$ cat config.mk
export PLATFORM = sky130hd
export DESIGN_NAME = ssx_alu
export DESIGN_NICKNAME = d
export VERILOG_FILES = /design/src/hdl/ssx_pkg.sv /design/src/hdl/ssx_alu.sv
export SDC_FILE = /design/constraint.sdc
export NUM_CORES = 1
export LEC_CHECK = 0
export BUFFER_PORTS_ARGS = -buffer_cell sky130_fd_sc_hd__clkbuf_2
export CAP_MARGIN = 20
export CORE_MARGIN = 3
export CORE_UTILIZATION = 40
export CTS_CLUSTER_DIAMETER = 80
export DETAILED_ROUTE_END_ITERATION = 16
export RECOVER_POWER = 50
export SLEW_MARGIN = 20
export SYNTH_ARGS = -nofsm -noshare
export SYNTH_HDL_FRONTEND = slang
export SYNTH_SLANG_ARGS = --single-unit
$ cat constraint.sdc
create_clock -name pclk -period 3.2 [get_ports pclk]
set_input_delay 0.96 -clock pclk [delete_from_list [all_inputs] [get_ports pclk]]
set_output_delay 0.96 -clock pclk [all_outputs]
set_load 0.005 [all_outputs]
$ cat src/hdl/ssx_pkg.sv
package ssx_pkg;

    // ----------------------------------------------------------------
    // register map (byte addresses, one aligned word each)
    // ----------------------------------------------------------------
    localparam logic [11:0] SSX_OFF_CMD    = 12'h000;
    localparam logic [11:0] SSX_OFF_OPER   = 12'h004;
    localparam logic [11:0] SSX_OFF_ACC    = 12'h008;
    localparam logic [11:0] SSX_OFF_RESULT = 12'h00c;
    localparam logic [11:0] SSX_OFF_STATUS = 12'h010;

    // ----------------------------------------------------------------
    // field positions
    // ----------------------------------------------------------------
    localparam int SSX_CMD_OP_LSB    = 0;
    localparam int SSX_CMD_TGT_BIT   = 4;
    localparam int SSX_OPER_IMM_LSB  = 0;
    localparam int SSX_OPER_IDX_LSB  = 8;
    localparam int SSX_ST_CARRY_BIT  = 0;
    localparam int SSX_ST_NIB_BIT    = 1;
    localparam int SSX_ST_ZERO_BIT   = 2;
    localparam int SSX_RES_TGT_BIT   = 8;
    localparam int SSX_RES_IDX_LSB   = 16;

    // ----------------------------------------------------------------
    // reset values
    // ----------------------------------------------------------------
    localparam logic [7:0]  SSX_ACC_RST  = 8'h00;
    localparam logic [2:0]  SSX_FLAG_RST = 3'h0;
    localparam logic [31:0] SSX_ZERO32   = 32'h0000_0000;

    // ----------------------------------------------------------------
    // operation codes
    // ----------------------------------------------------------------
    typedef enum logic [3:0] {
        SSX_OP_NONE          = 4'h0,
        SSX_OP_SUB_ACC_IMM   = 4'h1,
        SSX_OP_SUB_ACC_REG   = 4'h2,
        SSX_OP_NIBBLE_XCHG   = 4'h3,
        SSX_OP_XOR_ACC_IMM   = 4'h4,
        SSX_OP_XOR_ACC_REG   = 4'h5
    } ssx_op_t;

    // file register operand from the register file
    typedef struct packed {
        logic [6:0] idx;
        logic [7:0] data;
    } ssx_freg_t;

    // write-back toward the register file
    typedef struct packed {
        logic       valid;
        logic [6:0] idx;
        logic [7:0] data;
    } ssx_wb_t;

    // status flags
    typedef struct packed {
        logic zero;
        logic nibble_borrow_inverse;
        logic carry;
    } ssx_flags_t;

endpackage

$ cat src/hdl/ssx_alu.sv
// Local design decisions: register access over APB and the address map.
`timescale 1ns/1ps
// Operation
// (RULE_01) immediate minus accumulator into accumulator
// (RULE_02) subtract-immediate borrow and nibble-borrow flags
// (RULE_03) register minus accumulator, target select destination
// (RULE_04) subtract-register updates carry, nibble, zero
// (RULE_05) swap register nibbles, no flag change
// (RULE_06) xor accumulator with immediate, zero only
// (RULE_07) xor accumulator with register, target select
// (RULE_08) zero flag set when result zero
module ssx_alu
    import ssx_pkg::*;
(
    // clock and reset
    input  wire logic        pclk,
    input  wire logic        presetn,
    // apb slave
    input  wire logic        psel,
    input  wire logic        penable,
    input  wire logic        pwrite,
    input  wire logic [11:0] paddr,
    input  wire logic [31:0] pwdata,
    input  wire logic [3:0]  pstrb,
    output logic      [31:0] prdata,
    output logic             pready,
    output logic             pslverr,
    // register file side
    input  wire ssx_freg_t   freg_in,
    output ssx_wb_t          freg_wb,
    output logic [6:0]       freg_idx
);

    // ----------------------------------------------------------------
    // state
    // ----------------------------------------------------------------
    logic [7:0]  acc_reg,    acc_next;
    ssx_flags_t  flags_reg,  flags_next;
    logic [7:0]  imm_reg,    imm_next;
    logic [6:0]  idx_reg,    idx_next;
    logic [7:0]  result_reg, result_next;
    logic        tgt_reg,    tgt_next;
    ssx_wb_t     wb_reg,     wb_next;
    logic [31:0] rdata_reg,  rdata_next;
    logic        ready_reg,  ready_next;
    logic        err_reg,    err_next;

    // ----------------------------------------------------------------
    // helpers
    // ----------------------------------------------------------------
    // minuend minus accumulator; carry and nibble carry mean no borrow
    function automatic logic [9:0] ssx_sub(input logic [7:0] m, input logic [7:0] a);
        logic [8:0] diff;
        logic       nib;
        diff = {1'b0, m} - {1'b0, a};
        nib  = (a[3:0] <= m[3:0]);
        return {nib, ~diff[8], diff[7:0]};
    endfunction

    function automatic logic [7:0] ssx_merge(input logic [7:0] old, input logic [31:0] wd, input logic en);
        return en ? wd[7:0] : old;
    endfunction

    wire logic access = psel & penable & ~ready_reg;
    wire logic wr_acc = access & pwrite;

    // ----------------------------------------------------------------
    // next state
    // ----------------------------------------------------------------
    always_comb begin
        logic [9:0] sub;
        logic [7:0] res;
        ssx_op_t    op;
        sub         = 10'h000;
        res         = 8'h00;
        op          = SSX_OP_NONE;
        acc_next    = acc_reg;
        flags_next  = flags_reg;
        imm_next    = imm_reg;
        idx_next    = idx_reg;
        result_next = result_reg;
        tgt_next    = tgt_reg;
        wb_next     = '{valid: 1'b0, idx: wb_reg.idx, data: wb_reg.data};
        rdata_next  = SSX_ZERO32;
        ready_next  = access;
        err_next    = 1'b0;
        if (access) begin
            if (paddr == SSX_OFF_CMD) begin
                if (pwrite && pstrb[0]) begin
                    op  = ssx_op_t'(pwdata[SSX_CMD_OP_LSB +: 4]);
                    case (op)
                        SSX_OP_SUB_ACC_IMM: begin
                            // (RULE_01) immediate minus accumulator
                            sub = ssx_sub(imm_reg, acc_reg);
                            res = sub[7:0];
                            acc_next = res;
                            tgt_next = 1'b0;
                            // (RULE_02) borrow flags
                            flags_next.carry = sub[8];
                            flags_next.nibble_borrow_inverse = sub[9];
                            // (RULE_08) zero flag
                            flags_next.zero = (res == 8'h00);
                        end
                        SSX_OP_SUB_ACC_REG: begin
                            // (RULE_03) register minus accumulator
                            sub = ssx_sub(freg_in.data, acc_reg);
                            res = sub[7:0];
                            // (RULE_04) carry, nibble and zero
                            flags_next.carry = sub[8];
                            flags_next.nibble_borrow_inverse = sub[9];
                            flags_next.zero = (res == 8'h00);
                        end
                        SSX_OP_NIBBLE_XCHG: begin
                            // (RULE_05) nibble exchange, flags kept
                            res = {freg_in.data[3:0], freg_in.data[7:4]};
                        end
                        SSX_OP_XOR_ACC_IMM: begin
                            // (RULE_06) xor with immediate
                            res = acc_reg ^ imm_reg;
                            acc_next = res;
                            tgt_next = 1'b0;
                            flags_next.zero = (res == 8'h00);
                        end
                        SSX_OP_XOR_ACC_REG: begin
                            // (RULE_07) xor with register
                            res = acc_reg ^ freg_in.data;
                            // (RULE_08) zero flag
                            flags_next.zero = (res == 8'h00);
                        end
                        default: begin
                            res = result_reg;
                        end
                    endcase
                    result_next = res;
                    // target select picks accumulator or file register
                    // only valid register ops record the target, so a bad code changes no state
                    if (op == SSX_OP_SUB_ACC_REG || op == SSX_OP_NIBBLE_XCHG || op == SSX_OP_XOR_ACC_REG) begin
                        tgt_next = pwdata[SSX_CMD_TGT_BIT];
                        if (pwdata[SSX_CMD_TGT_BIT]) begin
                            wb_next = '{valid: 1'b1, idx: idx_reg, data: res};
                        end else begin
                            acc_next = res;
                        end
                    end
                    if (op == SSX_OP_NONE || op > SSX_OP_XOR_ACC_REG) begin
                        err_next = 1'b1;
                    end
                end
            end else if (paddr == SSX_OFF_OPER) begin
                if (pwrite) begin
                    imm_next = ssx_merge(imm_reg, pwdata, pstrb[0]);
                    if (pstrb[1]) begin
                        idx_next = pwdata[SSX_OPER_IDX_LSB +: 7];
                    end
                end else begin
                    rdata_next = {17'h0, idx_reg, imm_reg};
                end
            end else if (paddr == SSX_OFF_ACC) begin
                if (pwrite) begin
                    acc_next = ssx_merge(acc_reg, pwdata, pstrb[0]);
                end else begin
                    rdata_next = {24'h000000, acc_reg};
                end
            end else if (paddr == SSX_OFF_RESULT) begin
                if (!pwrite) begin
                    rdata_next = {9'h0, wb_reg.idx, 7'h0, tgt_reg, result_reg};
                end
            end else if (paddr == SSX_OFF_STATUS) begin
                if (pwrite) begin
                    if (pstrb[0]) begin
                        flags_next = pwdata[2:0];
                    end
                end else begin
                    rdata_next = {29'h0, flags_reg};
                end
            end else begin
                err_next = 1'b1;
            end
        end
        if (!wr_acc) begin
            wb_next.valid = 1'b0;
        end
    end

    // ----------------------------------------------------------------
    // registers
    // ----------------------------------------------------------------
    always_ff @(posedge pclk or negedge presetn) begin
        if (!presetn) begin
            acc_reg    <= SSX_ACC_RST;
            flags_reg  <= SSX_FLAG_RST;
            imm_reg    <= 8'h00;
            idx_reg    <= 7'h0;
            result_reg <= 8'h00;
            tgt_reg    <= 1'b0;
            wb_reg     <= '0;
            rdata_reg  <= SSX_ZERO32;
            ready_reg  <= 1'b0;
            err_reg    <= 1'b0;
        end else begin
            acc_reg    <= acc_next;
            flags_reg  <= flags_next;
            imm_reg    <= imm_next;
            idx_reg    <= idx_next;
            result_reg <= result_next;
            tgt_reg    <= tgt_next;
            wb_reg     <= wb_next;
            rdata_reg  <= rdata_next;
            ready_reg  <= ready_next;
            err_reg    <= err_next;
        end
    end

    // ----------------------------------------------------------------
    // outputs
    // ----------------------------------------------------------------
    // index held in a flop so the register file can present data ahead of the command
    assign freg_idx = idx_reg;
    assign freg_wb  = wb_reg;
    assign prdata   = rdata_reg;
    assign pready   = ready_reg;
    assign pslverr  = err_reg;

endmodule

==> results_dict.tcl <==
set metrics [dict create \
    outcome "complete, but fails checks" \
    path_cells "inv_1, ha_1, nor2b_1, o2111ai_1, nand4_1, a22oi_1, a2111oi_0, o31ai_1" \
    power_density_nw_per_um2 342 \
    fin_area_um2 6130 \
    drv_cap 1 \
    postCtsSetupRepairBufs 0 \
    worst_skew_pair.late_latency_ns 0.33 \
    critPathArrivalTime_ns 3.23 \
    grt-ovfl-total 0 \
    numCtsBuffers 9 \
    grt_pass1_wl_mm 25.2 \
    grt_max_degree 76 \
    synth_area_um2 4980 \
    synth_edf_count 0 \
    synth.area.top_cells "dfrtp_1, ha_1, nand2_1, o21ai_0, a21oi_1" \
    ctsHoldBuffers 0 \
    fillCellCount 1191 \
    seq_area_frac_synth 0.377 \
    r2r-start "acc_reg[1]" \
    place_area_um2 5880 \
    avgSynthCellArea_um2 9.12 \
    cts_tree "yes" \
    route.detailed.wl_per_inst_um 19.0 \
    worstMarginPinSlew_ns 1.83 \
    worstSetupEndpoint "acc_reg[5]" \
    fin_crit_sh 0.952 \
    wl_mm 16.0 \
    critical_path_class "register to register" \
    ys_top_cells_by_count "dfrtp_1, nand2_1, o21ai_0" \
    drive_gt1_frac 0.262 \
    clockBufferDepth 2 \
    multiInputGateArea_um2 2830 \
    crit_path_end_kind "register" \
    grt_usage 0.230 \
    drt_iter0_markers 435 \
    cts.clk_slew.worst_paths_ns 0.06 \
    core_area_um2 12100 \
    yosysMostFrequentCell "dfrtp_1" \
    ys.flop_type "dfrtp_1" \
    largest_reg_flops 22 \
    dieArea_um2 13800 \
    slew_viol_final 76 \
    hold_path.class "register to register" \
    synthCells 546 \
    period_needed_ns 3.05 \
    gp_congestion 0.957 \
    ys_seq_elements 75 \
    nets 767 \
    max-slew-margin-rel -0.220 \
    die_w_um 118 \
    power.leakage_nw 3.00 \
    num_vias 4774 \
    yosysWarnings 0 \
    yosysTopAreaCellShare 0.377 \
    ctsResizeCount 0 \
    drt-pass1-iter-count 5 \
    max_freq_mhz 328 \
    cp-start-kind "register" \
    dpl.hpwl_mm 12.6 \
    ant_nets 0 \
    violations "capacitance limit, slew limit" \
    die_h_um 118 \
    grt_pass1_vias 4574 \
    initial_utilization 0.411 \
    seq_area_um2 1880 \
    crit_family "compound AO/OA/AOI/OAI gates" \
    cts.sinks 75 \
    area_delta_synth_final_pct 23.0 \
    finClkSkew_ns 0.00629 \
    hold_slack_ns 0.481 \
    htreeDepth 3 \
    antenna_found_initial 0 \
    drc 0 \
    setup_viol 0 \
    crit_start "acc_reg[1]" \
    crit_buf_inv 1 \
    diodes 0 \
    synth_cell_types 79 \
    regToRegEndpoint "acc_reg[5]" \
    crit_slowest_cell "a2111oi_0" \
    rsz0062_at_grt "false" \
    peakVddDrop_mv 0.239 \
    root_buffer "clkbuf_16" \
    cp.required_ns 3.38 \
    hold_viol_final 0 \
    viasPerCell 5.66 \
    async_flop_share 1.00 \
    rrSetupSlack_ns 0.15 \
    rows 40 \
    crit_path_max_incr_delay_ns 0.70 \
    path_max_fanout 5 \
    pin_count 125 \
    cp.depth 8 \
    rr_worst_depth 8 \
    io_buffer_count 88 \
    synth_top_area_cell "dfrtp_1" \
]
## worst min path at each step
stage / startpoint / to / slack (ns) / cells past startpoint
floorplan: freg_wb[0] / freg_wb[0] / 0.47 / 2
global placement: freg_wb[1] / freg_wb[1] / 0.47 / 2
detailed placement: freg_wb[6] / freg_wb[6] / 0.47 / 2
CTS: freg_wb[1] / freg_wb[1] / 0.49 / 2
global route: freg_wb[3] / freg_wb[3] / 0.51 / 1
finish: freg_wb[6] / freg_wb[6] / 0.48 / 2
## worst register-to-register path, cell delays in order (launching register included)
cell and delay, ns:
dfrtp_1 0.49, inv_1 0.21, ha_1 0.40, nor2b_1 0.36, o2111ai_1 0.26, nand4_1 0.16, a22oi_1 0.15, a2111oi_0 0.70
o31ai_1 0.15
## layout make-up
| class | instances | area share |
|---|---|---|
| Timing Repair Buffer | 140 | 0.133 |
| Tap cell | 168 | 0.0343 |
| Inverter | 33 | 0.0210 |
| Multi-Input combinational cell | 413 | 0.461 |
| Sequential cell | 75 | 0.306 |
| Clock buffer | 9 | 0.0368 |
| Clock inverter | 6 | 0.00715 |
## kinds of logic after synthesis
| group | after synthesis | share of synthesized area |
|---|---|---|
| fa+ha+maj | 28 | 0.0728 |
| simple gates | 190 | 0.208 |
| mux | 18 | 0.0452 |
| xor+xnor | 9 | 0.0158 |
| buf+inv | 67 | 0.0625 |
| other cells | 1 | 0.000753 |
| flops | 75 | 0.377 |
| compound gates | 158 | 0.218 |
## layer usage
layer / global-route usage / share of wire / vias to the layer above
met5: 0 / 0 / -
met4: 0.0733 / 0.021 / 0
met3: 0.0437 / 0.078 / 25
met2: 0.355 / 0.45 / 219
met1: 0.326 / 0.45 / 2304
li1: - / - / 2226
## report_power, final
group | internal (mW) | leakage (nW) | switching (mW)
clock network | 0.521 | 0.131 | 0.389
registers | 0.950 | 1.01 | 0.000867
logic | 0.0828 | 1.85 | 0.153
## metrics by stage
stage,util,setup TNS [ns],total power [mW],std cells,worst slack [ns]
after floorplan,-,0,1.09,555,0.0890
after global placement,0.485,0,1.20,829,0.00612
after detailed placement,0.485,-0.362,1.20,829,-0.0478
after CTS,0.507,0,2.11,844,0.298
after global routing,0.506,0,2.17,844,0.107
final,0.506,0,2.10,844,0.155
## cells in the final DEF (no fill, tap or decap), types with 10 or more instances in the layout
cell type  instances
a21oi_1           25
conb_1            10
ha_1              25
and2_1            13
a31oi_1           10
inv_1             32
clkbuf_2          76
dfrtp_1           75
nor3_1            10
nand2_1           72
clkbuf_1          12
o21ai_0           33
nor2_1            26
buf_4             52
Note: power is estimated with default switching activity, not from simulation.
